[src/rtl/gpc_cfg.svh]
`ifndef GPC_CFG_SVH
`define GPC_CFG_SVH

// Register indices; byte address is four times the index
`define GPC_IDX_PA_PINS 8'h05
`define GPC_IDX_PB_PINS 8'h06
`define GPC_IDX_PC_PINS 8'h07
`define GPC_IDX_INT_CTRL 8'h0b
`define GPC_IDX_OPTION 8'h81
`define GPC_IDX_PA_DIR 8'h85
`define GPC_IDX_PB_DIR 8'h86
`define GPC_IDX_PC_DIR 8'h87
`define GPC_IDX_SER_STAT 8'h94
`define GPC_IDX_ANALOG 8'h9f

// Field positions
`define GPC_OPT_PULLUP_N 7
`define GPC_OPT_EDGE 6
`define GPC_INT_CHANGE 0
`define GPC_INT_EXT 1
`define GPC_SER_CKE 6
`define GPC_PA_OD_BIT 4
`define GPC_PA_SS_BIT 5

// Reset values
`define GPC_RST_OPTION 8'hff
`define GPC_RST_PA_DIR 6'h3f
`define GPC_RST_PB_DIR 8'hff
`define GPC_RST_ANALOG 8'h00

// Analog config field codes leaving every shared pin digital
`define GPC_PCFG_DIGITAL 3'h3

`endif

[src/rtl/gpc_pkg.sv]
package gpc_pkg;
    // AHB transfer kinds; the slave acts on NONSEQ only and ignores the rest
    typedef enum logic [1:0] {
        GPC_IDLE = 2'b00,
        GPC_BUSY = 2'b01,
        GPC_NONSEQ = 2'b10,
        GPC_SEQ = 2'b11
    } gpc_htrans_e;
    // Register index as decoded from haddr[9:2]
    typedef logic [7:0] gpc_idx_t;
endpackage

[src/rtl/gpc_ports.sv]
`timescale 1ns/1ps
`include "gpc_cfg.svh"
// Operation
// - Port B direction one tri-states, zero drives
// - Port C same per-bit direction rule
// - Option bit 7 low enables all pull-ups
// - Output pins never get a pull-up
// - Pull-ups off after power-on reset
// - Only upper four input pins compared
// - OR of mismatches sets change flag
// - Change flag wakes device from sleep
// - Port B access ends mismatch, then clear
// - Persisting mismatch keeps setting the flag
// - Port B bit 0 edge interrupt, selectable
// - Unimplemented port A bits read zero
// - Port A bit 4 open-drain, timer clock
// - Peripheral overrides port C direction
// - Select chooses latch or peripheral output
// - I2C levels chosen by status bit 6
// - Read returns pins, write updates latch
// - Analog pins come up analog, read zero
module gpc_ports #(
    parameter int PC_W = 8
) (
    input wire logic hclk,
    input wire logic hresetn,
    input wire logic hsel,
    input wire logic [31:0] haddr,
    input wire logic [1:0] htrans,
    input wire logic hwrite,
    input wire logic [2:0] hsize,
    input wire logic [31:0] hwdata,
    input wire logic hready,
    output logic [31:0] hrdata,
    output logic hreadyout,
    output logic hresp,
    input wire logic [5:0] port_a_in,
    output logic [5:0] port_a_out,
    output logic [5:0] port_a_oe,
    output logic timer_clk_in,
    output logic slave_select_in,
    input wire logic [7:0] port_b_in,
    output logic [7:0] port_b_out,
    output logic [7:0] port_b_oe,
    output logic [7:0] port_b_pullup_en,
    output logic ext_irq_pulse,
    output logic change_irq_flag,
    output logic wake_request,
    input wire logic [PC_W-1:0] port_c_in,
    output logic [PC_W-1:0] port_c_out,
    output logic [PC_W-1:0] port_c_oe,
    input wire logic [PC_W-1:0] periph_sel,
    input wire logic [PC_W-1:0] periph_out,
    input wire logic [PC_W-1:0] periph_oe,
    input wire logic [PC_W-1:0] periph_force_out,
    input wire logic [PC_W-1:0] periph_force_in,
    input wire logic i2c_enable,
    output logic smbus_level_sel
);

    // Bits 3 and 4 of port C carry the I2C pins; refused at elaboration
    if (PC_W < 5 || PC_W > 8) begin : g_bad_pc_w
        $error("PC_W must be 5 to 8");
    end

    // Software-visible state
    logic [7:0] option_control;
    logic [5:0] port_a_latch;
    logic [5:0] port_a_direction;
    logic [7:0] port_b_latch;
    logic [7:0] port_b_direction;
    logic [PC_W-1:0] port_c_latch;
    logic [PC_W-1:0] port_c_direction;
    logic [7:0] analog_pin_config;
    logic [7:0] serial_status;
    logic ext_irq_flag;
    // Reference for change detection
    logic [3:0] change_ref;
    // Previous sample of the external interrupt pin
    logic ext_pin_q;

    // Data-phase bookkeeping of the bus
    logic wr_pend;
    gpc_pkg::gpc_idx_t wr_idx;

    // Address-phase decode
    logic addr_ok;
    logic take;
    gpc_pkg::gpc_idx_t idx;
    logic [7:0] rd_val;
    logic [7:0] wdat;
    logic pb_access;

    // Analog decode and port views
    logic [5:0] analog_mask;
    logic [5:0] port_a_view;
    logic [PC_W-1:0] pc_eff_dir;
    logic [3:0] mismatch;
    logic change_set;
    logic ext_edge;

    // Slave never stalls and never errors
    assign hreadyout = 1'b1;
    assign hresp = 1'b0;

    // Word-aligned inside the 1 KiB window; other addresses are unmapped
    assign addr_ok = (haddr[31:10] == 22'h0) && (haddr[1:0] == 2'b00);
    assign idx = haddr[9:2];
    assign take = hsel && hready && (htrans == gpc_pkg::GPC_NONSEQ);
    assign wdat = hwdata[7:0];

    assign pb_access = take && addr_ok && (idx == `GPC_IDX_PB_PINS);

    // Codes 011x leave pins digital, all others analog
    assign analog_mask = (analog_pin_config[3:1] == `GPC_PCFG_DIGITAL) ?
        6'h00 : 6'h2f;
    // Analog pins read zero in the data register
    assign port_a_view = port_a_in & ~analog_mask;

    // Read mux, sampled in the address phase
    always_comb begin
        rd_val = 8'h00;
        case (idx)
            `GPC_IDX_PA_PINS: rd_val = {2'b00, port_a_view};
            `GPC_IDX_PB_PINS: rd_val = port_b_in;
            `GPC_IDX_PC_PINS: rd_val = 8'(port_c_in);
            `GPC_IDX_INT_CTRL: rd_val = {6'h00, ext_irq_flag, change_irq_flag};
            `GPC_IDX_OPTION: rd_val = option_control;
            `GPC_IDX_PA_DIR: rd_val = {2'b00, port_a_direction};
            `GPC_IDX_PB_DIR: rd_val = port_b_direction;
            `GPC_IDX_PC_DIR: rd_val = 8'(port_c_direction);
            `GPC_IDX_SER_STAT: rd_val = serial_status;
            // Unused bits 6:4 of the analog config read zero
            `GPC_IDX_ANALOG: rd_val = analog_pin_config & 8'h8f;
            default: rd_val = 8'h00;
        endcase
    end

    // Read data register; zero for unmapped or write transfers
    always_ff @(posedge hclk or negedge hresetn) begin
        if (!hresetn) begin
            hrdata <= 32'h0;
        end else if (take) begin
            hrdata <= (addr_ok && !hwrite) ? {24'h0, rd_val} : 32'h0;
        end
    end

    // Latch the write target for the data phase
    always_ff @(posedge hclk or negedge hresetn) begin
        if (!hresetn) begin
            wr_pend <= 1'b0;
            wr_idx <= 8'h00;
        end else if (hready) begin
            wr_pend <= take && addr_ok && hwrite;
            wr_idx <= idx;
        end
    end

    // Configuration registers, written in the data phase
    always_ff @(posedge hclk or negedge hresetn) begin
        if (!hresetn) begin
            // Pull-up disable bit set at reset
            option_control <= `GPC_RST_OPTION;
            port_a_direction <= `GPC_RST_PA_DIR;
            port_b_direction <= `GPC_RST_PB_DIR;
            port_c_direction <= '1;
            // All shared pins analog at reset
            analog_pin_config <= `GPC_RST_ANALOG;
            serial_status <= 8'h00;
        end else if (wr_pend) begin
            case (wr_idx)
                `GPC_IDX_OPTION: option_control <= wdat;
                `GPC_IDX_PA_DIR: port_a_direction <= wdat[5:0];
                `GPC_IDX_PB_DIR: port_b_direction <= wdat;
                `GPC_IDX_PC_DIR: port_c_direction <= wdat[PC_W-1:0];
                `GPC_IDX_ANALOG: analog_pin_config <= wdat;
                `GPC_IDX_SER_STAT: serial_status <= wdat;
                default: ;
            endcase
        end
    end

    // Port writes land in the output latches
    always_ff @(posedge hclk or negedge hresetn) begin
        if (!hresetn) begin
            port_a_latch <= 6'h00;
            port_b_latch <= 8'h00;
            port_c_latch <= '0;
        end else if (wr_pend) begin
            case (wr_idx)
                `GPC_IDX_PA_PINS: port_a_latch <= wdat[5:0];
                `GPC_IDX_PB_PINS: port_b_latch <= wdat;
                `GPC_IDX_PC_PINS: port_c_latch <= wdat[PC_W-1:0];
                default: ;
            endcase
        end
    end

    // Port A drivers; bit 4 only ever pulls low
    always_comb begin
        port_a_out = port_a_latch;
        port_a_oe = ~port_a_direction;
        // Open drain: drive only a zero
        port_a_out[`GPC_PA_OD_BIT] = 1'b0;
        port_a_oe[`GPC_PA_OD_BIT] = ~port_a_direction[`GPC_PA_OD_BIT] &
            ~port_a_latch[`GPC_PA_OD_BIT];
    end
    // Pin level feeds the timer clock
    assign timer_clk_in = port_a_in[`GPC_PA_OD_BIT];
    // Slave select is a digital input regardless of analog setting
    assign slave_select_in = port_a_in[`GPC_PA_SS_BIT];

    assign port_b_out = port_b_latch;
    assign port_b_oe = ~port_b_direction;
    assign port_b_pullup_en = {8{~option_control[`GPC_OPT_PULLUP_N]}} &
        port_b_direction;

    // Peripheral forcing wins over the direction bit
    // Forcing to output beats forcing to input if both are asserted
    assign pc_eff_dir = (port_c_direction | periph_force_in) & ~periph_force_out;

    // Per-bit port C output mux
    genvar gi;
    generate
        for (gi = 0; gi < PC_W; gi++) begin : g_pc
            assign port_c_out[gi] = periph_sel[gi] ? periph_out[gi] : port_c_latch[gi];
            // Direction zero drives; peripheral enable needs select
            assign port_c_oe[gi] = ~pc_eff_dir[gi] | (periph_sel[gi] & periph_oe[gi]);
        end
    endgenerate

    // SMBus levels only while I2C is enabled
    assign smbus_level_sel = i2c_enable & serial_status[`GPC_SER_CKE];

    // Only upper four input pins compare
    assign mismatch = (port_b_in[7:4] ^ change_ref) & port_b_direction[7:4];
    // Mismatches ORed into one set term
    assign change_set = |mismatch;

    // Reference is re-taken on every port B access, so polling hides changes
    always_ff @(posedge hclk or negedge hresetn) begin
        if (!hresetn) begin
            change_ref <= 4'h0;
        end else if (pb_access) begin
            change_ref <= port_b_in[7:4];
        end
    end

    assign ext_edge = option_control[`GPC_OPT_EDGE] ?
        (port_b_in[0] & ~ext_pin_q) : (~port_b_in[0] & ext_pin_q);

    // Previous pin sample for edge detection
    always_ff @(posedge hclk or negedge hresetn) begin
        if (!hresetn) begin
            ext_pin_q <= 1'b0;
            ext_irq_pulse <= 1'b0;
        end else begin
            ext_pin_q <= port_b_in[0];
            ext_irq_pulse <= ext_edge;
        end
    end

    // Sticky flags; writing zero clears, a same-cycle event wins
    always_ff @(posedge hclk or negedge hresetn) begin
        if (!hresetn) begin
            change_irq_flag <= 1'b0;
            ext_irq_flag <= 1'b0;
        end else begin
            // Set each cycle the mismatch persists
            // Clear holds only after mismatch ends
            if (change_set) begin
                change_irq_flag <= 1'b1;
            end else if (wr_pend && wr_idx == `GPC_IDX_INT_CTRL &&
                !wdat[`GPC_INT_CHANGE]) begin
                change_irq_flag <= 1'b0;
            end
            // Edge events latch into a flag
            if (ext_edge) begin
                ext_irq_flag <= 1'b1;
            end else if (wr_pend && wr_idx == `GPC_IDX_INT_CTRL &&
                !wdat[`GPC_INT_EXT]) begin
                ext_irq_flag <= 1'b0;
            end
        end
    end

    // Change flag requests wake from sleep
    assign wake_request = change_irq_flag;
endmodule

[config.mk]
export PLATFORM = sky130hd
export DESIGN_NAME = gpc_ports
export DESIGN_NICKNAME = d
export VERILOG_FILES = /design/src/rtl/gpc_pkg.sv /design/src/rtl/gpc_ports.sv
export VERILOG_INCLUDE_DIRS = /design/src /design/src/rtl
export SDC_FILE = /design/constraint.sdc
export NUM_CORES = 1
export LEC_CHECK = 0
export BUFFER_PORTS_ARGS = -buffer_cell sky130_fd_sc_hd__buf_2
export CAP_MARGIN = 20
export CORE_ASPECT_RATIO = 0.8
export CORE_MARGIN = 3
export CORE_UTILIZATION = 48
export DETAILED_ROUTE_END_ITERATION = 8
export PLACE_DENSITY = 0.93
export SETUP_SLACK_MARGIN = 0.3
export SYNTH_ARGS = -nofsm -noshare
export SYNTH_HDL_FRONTEND = slang
export SYNTH_SLANG_ARGS = --single-unit
export TNS_END_PERCENT = 5
[constraint.sdc]
create_clock -name hclk -period 1.9 [get_ports hclk]
set_input_delay 0.285 -clock hclk [delete_from_list [all_inputs] [get_ports hclk]]
set_output_delay 0.285 -clock hclk [all_outputs]
set_load 0.03 [all_outputs]
# == After elaboration in Yosys (flattened, before gate mapping) ==
# Index checks and enable logic that the tools add are counted.
# totals
output_inout_bits,92
reg_bits,117
# classes
eq_ne,22
n_reduce_logical,27
bitwise,43
muxes,16
# op_table
op,count
$eq A8 B8 Y1 const B,12
$pmux W8 S10,1
$eq A8 B3 Y1 const B,6
$logic_not A22 Y1,1
$reduce_and A2 Y1,9
$and A8 B8 Y8,2
$eq A8 B4 Y1 const B,2
$not A8 Y8,2
$mux W1,13
$not A1 Y1,13
$and A1 B1 Y1,12
$not A6 Y6,2
$logic_and A1 B1 Y1,10
$mux W8,1
$or A1 B1 Y1,8
$or A8 B8 Y8,1
$and A6 B6 Y6,1
$mux W6,1
$and A4 B4 Y4,1
$reduce_bool A2 Y1,2
$reduce_or A4 Y1,1
$xor A4 B4 Y4,1
$eq A3 B2 Y1 const B,1
$logic_not A1 Y1,3
other kinds (2),2

# == Longest topological paths before layout ==
# Gate-level depths: netlist (run 1).
# logic_depth
word_depth,6
ltp_mapped,7

# == Worst setup path before layout (run 1) ==
# Ideal clock, no wire load.
# synth_timing
path_type,input to register
from,in haddr[6]
to,reg change_ref[0]
n_path_buf,3
stages,7
t_arrival_ps,1857
slack_ps,-82
path_cell_list,buf_6 -> or4_4 -> buf_6 -> nor3_1 -> and3_1 -> clkbuf_1 -> mux2_2
# synth_between
elab_chain_cells,2
# synth_rtl
item,line_no,text
"start, declared",gpc_ports.sv:28,"input wire logic [31:0] haddr,"
$eq A8 B3 Y1,n/a,
$logic_and A1 B1 Y1,gpc_ports.sv:112,assign pb_access = take && addr_ok && (idx == `GPC_IDX_PB_PINS);
"end signal, assigned",gpc_ports.sv:245,change_ref <= port_b_in[7:4];
"end, declared",gpc_ports.sv:78,logic [3:0] change_ref;
# Every way passes these cells.
# A chain may end at the register's enable or synchronous reset.

# == Worst setup path after layout (run 1) ==
# layout_timing
from,reg wr_idx[5]
to,reg analog_pin_config[2]
# layout_between
elab_chain_cells,2
# layout_rtl
item,line_no,text
"start, declared",gpc_ports.sv:84,gpc_pkg::gpc_idx_t wr_idx;
"start signal, assigned",gpc_ports.sv:155,wr_idx <= idx;
$eq A8 B8 Y1,gpc_ports.sv:171,case (wr_idx)
$reduce_and A2 Y1 (no source line),n/a,
"end signal, assigned",gpc_ports.sv:168,analog_pin_config <= `GPC_RST_ANALOG;
"end signal, assigned",gpc_ports.sv:176,`GPC_IDX_ANALOG: analog_pin_config <= wdat;
"end, declared",gpc_ports.sv:74,logic [7:0] analog_pin_config;
# Every way passes these cells.

==> results.json, run 1 <==
{
  "fin_util_pct": 67.15,
  "cp_max_fo": 6,
  "path_class": "flop to flop",
  "tritoncts": "built",
  "num_rows": 32,
  "place_inst": 781,
  "synthFlopType": "dfrtp_1",
  "final-setup-viol-count": 0,
  "timing.slew.headroom_pct": 65.60,
  "max_slew.worst_pin.slew_ps": 516.0,
  "cts-root-buf": "clkbuf_16",
  "vias": 4387,
  "hold_viol": 0,
  "cts_sinks": 90,
  "syn_avg_cell_area_um2": 11.14,
  "design_area_um2": 6668,
  "drive_above_1_share_pct": 58.87,
  "rsz0062_at_grt": "yes",
  "die-area_um2": 11790,
  "clkTransAtPathRegs_ps": 70,
  "ir_drop_uv": 535.3,
  "fmax_mhz": 609.4,
  "ys_async_sr_fraction_pct": 100.0,
  "power_mw": 4.381,
  "wl_met2_um": 7748,
  "maxCapViolations": 0,
  "ios": 229,
  "nets": 803,
  "power_density_nw_per_um2": 657.0,
  "grt_pass1_wl_um": 23600,
  "start_util_pct": 50.83,
  "antenna_left": 0,
  "clockBufferDepth": 2,
  "grt_pass1_vias": 4483,
  "pre_cts_slack_ps": -165.1,
  "clk_latency_ps": 340,
  "synth_area_um2": 5047,
  "via_per_inst": 5.436,
  "die_h_um": 97.72,
  "grt_max_degree": 51,
  "p_leak_nw": 3.186,
  "crit_required_ps": 2120,
  "synth_cells": 453,
  "wire_per_inst_um": 19.28,
  "highest_layer": "met4",
  "grtUsageTotal_pct": 25.79,
  "drt_wl_total_um": 15560,
  "n_antenna_cell": 0,
  "numCtsBuffers": 9,
  "synth-edff-count": 0,
  "drtIter0Drc": 300,
  "dp_hpwl_um": 12270,
  "antenna_found_initial": 0,
  "yosys_warnings": 0,
  "wl_met3_um": 1356,
  "fin_skew_ps": 8.653,
  "period_needed_ps": 1641,
  "yosysUniqueCellTypes": 54,
  "fin_setup_tns_ps": 0,
  "grt-ovfl-total": 0,
  "die_width_um": 120.6,
  "whs_ps": 108.6,
  "finalMaxSlewViolations": 0,
  "cp-end-kind": "flop",
  "ys_seq_area_share_pct": 45.36,
  "firstDrtPassIters": 4,
  "core_um2": 9930,
  "finalCritPeriodShare_pct": 86.36,
  "m1WireLength_um": 6233,
  "status": "completed",
  "dpl-instance-area_um2": 6167,
  "gp_congestion": 0.9225,
  "critPathLaunchType": "flop",
  "cp_data_arrival_time_ps": 1860,
  "instances_no_fill": 807,
  "layout_setup_ws_ps": 259.1,
  "cts_max_level": 3,
  "synth-seq-cells": 90,
  "hold_path.class": "input pin to flop",
  "synthToLayoutAreaGrowth_pct": 32.10,
  "drc": 0,
  "port_buffers": 174
}
power by group:
part / internal, mW / leakage, nW / total (mW) / switching [mW]
Clock: 0.962 / 0.138 / 1.70 / 0.743
Combinational: 0.269 / 1.95 / 0.667 / 0.398
Sequential: 1.97 / 1.09 / 2.01 / 0.0389
kinds of logic (layout without fill, tap and decap cells):
group / Yosys count / in the layout / share of synthesized area [%]
other: 2 / 27 / 0.1488
XOR/XNOR: 4 / 4 / 0.6940
buffers and inverters: 74 / 267 / 9.321
multiplexers: 95 / 95 / 21.05
AND/OR/NAND/NOR: 130 / 130 / 14.53
flip-flops: 90 / 90 / 45.36
AO/OA/AOI/OAI: 58 / 58 / 8.900
cell usage in the layout (no fill, tap or decap), types with 3 or more instances in the layout:
cell type	instances
a211o_1	8
buf_4	56
mux2i_1	6
mux2_2	89
inv_1	20
nor3_1	10
a22oi_1	9
dfstp_2	30
and4b_1	3
conb_1	27
o32ai_1	3
nand3_1	5
xnor2_1	4
clkbuf_16	9
dfrtp_1	60
buf_6	6
nand4_1	5
nand2b_1	5
and3_1	6
o21ai_0	9
o21ai_2	5
or3_4	5
nand3b_1	7
nand2_1	22
o22ai_1	4
nor3b_1	3
buf_2	166
nor4_1	6
nor2_1	30
critical path, cell delays in order (launching register included):
cell,delay [ps]
dfrtp_1,410
nor2_4,160
nand4_1,140
nor2_1,420
mux2_2,390
repair_timing:
item / CTS / global route
pin swaps: 7 / 8
setup buffers: 7 / 2
cloned: 0 / 0
hold buffers: 1 / 0
hold endpoints to repair: 10 / 0
setup endpoints to repair: 75 / 83
resized for setup: 21 / 13
worst paths after layout:
check,from,endpoint,cells past startpoint,slack [ps]
min reg2reg,hrdata[2],hrdata[2],2,490
min,port_b_in[0],ext_pin_q,1,110
min in group asynchronous,hresetn,port_b_out[0],2,380
max,wr_idx[5],analog_pin_config[2],4,260
max in group asynchronous,hresetn,port_b_direction[0],3,910
max reg2reg,wr_idx[5],analog_pin_config[2],4,260
flip-flops by register name, indices dropped and copies added, names as in the netlist, 4 cells and up:
register           flops
port_c_latch           8
port_a_latch           6
port_a_direction       6
analog_pin_config      5
serial_status          8
option_control         8
change_ref             4
port_b_out             8
hrdata                 8
port_c_direction       8
port_b_direction       8
wr_idx                 8
Yosys cell counts, types with 3 or more instances:
cell      count  area [um^2]
o22ai_1       4        25.02
and3_1        7        43.79
a22oi_1       9        67.56
xnor2_1       4        35.03
clkbuf_1     11        41.29
nor4_1        7        43.79
o21ai_1       6        30.03
buf_6         5        56.30
nor3b_1       3        22.52
a211o_1       8        70.07
nand2b_1      5        31.28
nand3b_1      7        52.55
and4b_1       3        30.03
nand3_1       5        25.02
or3_1         6        37.54
nand4_1       5        31.28
mux2i_1       6        60.06
dfstp_2      30        788.3
dfrtp_1      60         1501
o32ai_1       3        26.28
buf_4        36        270.3
nor2_1       33        123.9
o21ai_0       9        45.04
nor3_1       11        55.05
nand2_1      22        82.58
mux2_2       89         1002
inv_1        20        75.07
area by class of cell:
cell class | instances | area [um^2]
Clock buffer | 11 | 252.7
Sequential cell | 90 | 2290
Tap cell | 136 | 170.2
Fill cell | 779 | 3262
Clock inverter | 5 | 37.54
Inverter | 20 | 75.07
Multi-Input combinational cell | 314 | 2474
Timing Repair Buffer | 231 | 1369
routing by layer:
layer  GRT usage, %  vias to the layer above
met5              0                        -
met4          5.314                        0
met3          6.112                       20
met2          43.84                      202
met1          33.79                     2157
li1               -                     2008
Note: power is estimated with default switching activity, not from simulation.
==> run 2: changes to the inputs <==
--- a/config.mk
+++ b/config.mk
@@ -12,5 +12,5 @@
 export CORE_MARGIN = 3
-export CORE_UTILIZATION = 48
+export CORE_UTILIZATION = 45
 export DETAILED_ROUTE_END_ITERATION = 8
-export PLACE_DENSITY = 0.93
+export PLACE_DENSITY = 0.88
 export SETUP_SLACK_MARGIN = 0.3
==> constraint.sdc (replaced) <==
create_clock -name hclk -period 1.9 [get_ports hclk]
set_input_delay 0.19 -clock hclk [delete_from_list [all_inputs] [get_ports hclk]]
set_output_delay 0.19 -clock hclk [all_outputs]
set_load 0.03 [all_outputs]
==> results.json, run 2 (synthesized netlist as in run 1, its figures left out) <==
{
  "grt_pass1_vias": 4309,
  "finalMaxSlewViolations": 0,
  "fin_setup_tns_ps": 0,
  "die_width_um": 124.4,
  "instances_no_fill": 794,
  "path_class": "flop to flop",
  "drc": 0,
  "start_util_pct": 47.75,
  "numCtsBuffers": 9,
  "hold_viol": 0,
  "firstDrtPassIters": 4,
  "die-area_um2": 12530,
  "ir_drop_uv": 489.5,
  "rsz0062_at_grt": "yes",
  "drive_above_1_share_pct": 55.81,
  "grt_max_degree": 48,
  "grtUsageTotal_pct": 24.08,
  "antenna_left": 0,
  "drt_wl_total_um": 15250,
  "fin_util_pct": 61.40,
  "maxCapViolations": 0,
  "critPathLaunchType": "flop",
  "cts_sinks": 90,
  "cts-root-buf": "clkbuf_16",
  "cp_data_arrival_time_ps": 1960,
  "crit_required_ps": 2130,
  "core_um2": 10570,
  "clk_latency_ps": 340,
  "dpl-instance-area_um2": 6082,
  "finalCritPeriodShare_pct": 91.37,
  "num_rows": 33,
  "tritoncts": "built",
  "hold_path.class": "input pin to flop",
  "period_needed_ps": 1736,
  "port_buffers": 174,
  "antenna_found_initial": 0,
  "dp_hpwl_um": 12080,
  "cp_max_fo": 7,
  "p_leak_nw": 3.085,
  "status": "completed",
  "clockBufferDepth": 2,
  "die_h_um": 100.7,
  "synthToLayoutAreaGrowth_pct": 28.58,
  "power_mw": 4.557,
  "final_cell_mix": "173 x buf_2, 82 x mux2_2, 60 x dfrtp_1",
  "nets": 786,
  "via_per_inst": 5.446,
  "fmax_mhz": 576.0,
  "clkTransAtPathRegs_ps": 60,
  "max_stage_delay_ps": 410,
  "final-setup-viol-count": 0,
  "place_inst": 773,
  "crit_family": "simple AND/OR/NAND/NOR gates",
  "crit_slowest_cell": "dfrtp_1",
  "gp_congestion": 0.9303,
  "crit_chain": "nor2_4 > nand4_1 > nor4b_2 > buf_4 > mux2_4",
  "n_antenna_cell": 0,
  "fin_skew_ps": 6.546,
  "vias": 4324,
  "ios": 229,
  "design_area_um2": 6490,
  "cp-end-kind": "flop",
  "power_density_nw_per_um2": 702.2,
  "cts_max_level": 3,
  "path_buf_inv": 1,
  "grt_pass1_wl_um": 23500,
  "final_common_cell": "buf_2",
  "grt-ovfl-total": 0,
  "wire_per_inst_um": 19.21,
  "drtIter0Drc": 264
}
run 2: cell count changes in the layout (fill, tap and decap cells not counted), moves of 3 or more:
cell,before,now
or3_4,5,2
buf_2,166,173
buf_4,56,38
mux2_4,0,7
buf_6,6,0
o21ai_2,5,0
o21ai_1,1,6
mux2_2,89,82
run 2: path summary, 6_finish.rpt:
kind	start	end	slack [ps]	cells past startpoint
worst max-delay path	wr_idx[5]	serial_status[6]	160	5
worst min-delay path	port_b_in[0]	ext_pin_q	8	1
worst max register to register	wr_idx[5]	serial_status[6]	160	5
worst min register to register	hrdata[2]	hrdata[2]	490	2
max in group asynchronous	hresetn	port_a_direction[5]	990	3
min in group asynchronous	hresetn	hrdata[2]	260	2
run 2: what timing repair did:
action	4_1_cts	5_1_grt
resized for setup	5	8
setup endpoints to repair	51	84
buffers inserted	2	2
gates cloned	0	0
pin swaps	4	3
endpoints found under the hold margin	19	0
hold buffers	1	0
run 2: routing by layer:
| metal | wire, um | track usage [%] | share of wire [%] | vias up |
|---|---|---|---|---|
| li1 | - | - | - | 1981 |
| met1 | 6566 | 31.96 | 43 | 2153 |
| met2 | 7394 | 39.95 | 48 | 171 |
| met5 | 0 | 0 | 0 | - |
| met3 | 1120 | 6.356 | 7.3 | 19 |
| met4 | 169 | 5.644 | 1.1 | 0 |
run 2: power breakdown:
part / leakage, nW / internal, mW / switching [mW]
combinational: 1.84 / 0.237 / 0.383
clock: 0.153 / 1.16 / 0.766
sequential: 1.09 / 1.97 / 0.0416
total: 3.09 / 3.37 / 1.19
run 2: final cells by class:
type                       count  area, um^2
clock inverter                 6       90.09
inverter                      20       75.07
fill                         900        4080
sequential                    90        2290
clock buffer                  10       229.0
multi-input combinational    314        2430
timing repair buffer         214        1201
tap                          140       175.2
run 2: through the flow:
stage,hold slack [ps],setup WS [ps]
CTS,1.792,173.9
floorplan,-105.6,75.91
detailed placement,96.84,-60.45
global route,11.36,106.1
finish,8.437,163.9
global placement,93.25,-15.74
==> run 3: changes to the inputs <==
CORE_UTILIZATION = 48   (was 45)
PLACE_DENSITY = 0.93   (was 0.88)
==> results.json, run 3 (synthesized netlist as in run 1, its figures left out) <==
{
  "status": "completed",
  "max_stage_delay_ps": 380,
  "die_h_um": 97.72,
  "vias": 4419,
  "p_leak_nw": 3.098,
  "rsz0062_at_grt": "yes",
  "antenna_found_initial": 0,
  "synthToLayoutAreaGrowth_pct": 29.55,
  "drive_above_1_share_pct": 56.23,
  "cts_max_level": 3,
  "grtUsageTotal_pct": 26.11,
  "hold_path_startpoint": "hwrite",
  "drtIter0Drc": 278,
  "crit_slowest_cell": "dfrtp_1",
  "clkTransAtPathRegs_ps": 70,
  "dpl-instance-area_um2": 6095,
  "antenna_left": 0,
  "cts_sinks": 90,
  "crit_chain": "inv_1 > nor2_2 > buf_4 > nand4b_1 > nor2_1 > buf_6 > mux2_2",
  "hold_end": "wr_pend",
  "r2r_start": "wr_pend",
  "cp.depth": 7,
  "path_class": "flop to flop",
  "busiest_layer": "met2",
  "rrSetupSlack_ps": 220,
  "ir_drop_uv": 618.3,
  "via_per_inst": 5.565,
  "numCtsBuffers": 9,
  "grtUsageMet1_pct": 34.49,
  "dp_hpwl_um": 12440,
  "rr_worst_depth": 7,
  "grt_pass1_vias": 4463,
  "fin_skew_ps": 7.263,
  "num_rows": 32,
  "die_width_um": 120.6,
  "grt_max_degree": 36,
  "clk_latency_ps": 340,
  "finalCritPeriodShare_pct": 88.49,
  "power_density_nw_per_um2": 697.6,
  "cp_max_fo": 8,
  "path_buf_inv": 3,
  "grt_pass1_wl_um": 23780,
  "finalMaxSlewViolations": 0,
  "grt-ovfl-total": 0,
  "hold_viol": 0,
  "fmax_mhz": 594.8,
  "drt_wl_total_um": 15660,
  "final_common_cell": "buf_2",
  "clockBufferDepth": 2,
  "tritoncts": "built",
  "hold_path_depth": 3,
  "cp-end-kind": "flop",
  "cp_data_arrival_time_ps": 1900,
  "cts-root-buf": "clkbuf_16",
  "core_um2": 9930,
  "design_area_um2": 6539,
  "port_buffers": 174,
  "ios": 229,
  "layout_setup_ws_ps": 218.8,
  "fin_util_pct": 65.85,
  "critPathLaunchType": "flop",
  "met2_usage_pct": 44.40,
  "maxCapViolations": 0,
  "nets": 790,
  "n_antenna_cell": 0,
  "hold_path.class": "input pin to flop",
  "drc": 0,
  "pre_cts_slack_ps": -89.83,
  "met3_usage_pct": 4.657,
  "crit_family": "simple AND/OR/NAND/NOR gates",
  "wire_per_inst_um": 19.72,
  "period_needed_ps": 1681,
  "final_cell_mix": "173 x buf_2, 81 x mux2_2, 60 x dfrtp_1",
  "final-setup-viol-count": 0,
  "die-area_um2": 11790,
  "crit_required_ps": 2120,
  "gp_congestion": 0.9124,
  "firstDrtPassIters": 5,
  "timing.rr.end": "port_b_out[7]",
  "start_util_pct": 50.83
}
[run 3: area by class of cell]
| type | instances | area (um^2) |
|---|---|---|
| tap | 136 | 170.2 |
| timing repair buffer | 218 | 1236 |
| clock buffer | 10 | 229.0 |
| sequential | 90 | 2290 |
| multi-input combinational | 314 | 2447 |
| inverter | 20 | 75.07 |
| fill | 791 | 3391 |
| clock inverter | 6 | 91.34 |
[run 3: power breakdown]
part | total, mW | switching, mW | leakage (nW) | internal [mW]
combinational | 0.629 | 0.389 | 1.86 | 0.240
clock | 1.92 | 0.760 | 0.145 | 1.16
sequential | 2.02 | 0.0455 | 1.09 | 1.97
total | 4.56 | 1.19 | 3.10 | 3.37
[run 3: metal layers]
metal	wire length, um	share of wire, %
met5	0	0
met4	266	1.7
met1	6735	43
met2	7754	50
met3	903	5.8
[run 3: how the worst max path moves through the flow]
stage / slack (ps) / endpoint / from
3_5_place_dp: -90 / hrdata[4] / haddr[9]
5_1_grt: 160 / serial_status[3] / wr_idx[5]
4_1_cts: 190 / serial_status[1] / wr_idx[6]
2_1_floorplan: 80 / hrdata[2] / haddr[6]
6_report: 220 / port_b_out[7] / wr_pend
3_3_place_gp: -10 / hrdata[4] / haddr[9]
[run 3: what timing repair did]
action                                  CTS  global route
endpoints found under the setup margin   70            84
hold buffers                              2             0
hold endpoints to repair                 21             0
setup buffers                             3             0
resized for setup                        12             9
cloned                                    0             0
pin swaps                                 4             3
[run 3: through the flow]
step	total power [mW]	std cells	setup TNS (ps)	hold WS, ps
final	4.561	794	0	115.4
after floorplan	2.405	478	0	-105.6
after detailed placement	2.655	773	-451.2	165.6
after global routing	4.709	794	0	139.4
after global placement	2.634	773	-85.86	168.7
after CTS	4.583	794	0	99.09
[run 3: worst register-to-register path, cell delays in order (launching register included)]
cell and delay, ps:
dfrtp_1 380, inv_1 90, nor2_2 120, buf_4 130
nand4b_1 160, nor2_1 160, buf_6 170, mux2_2 350
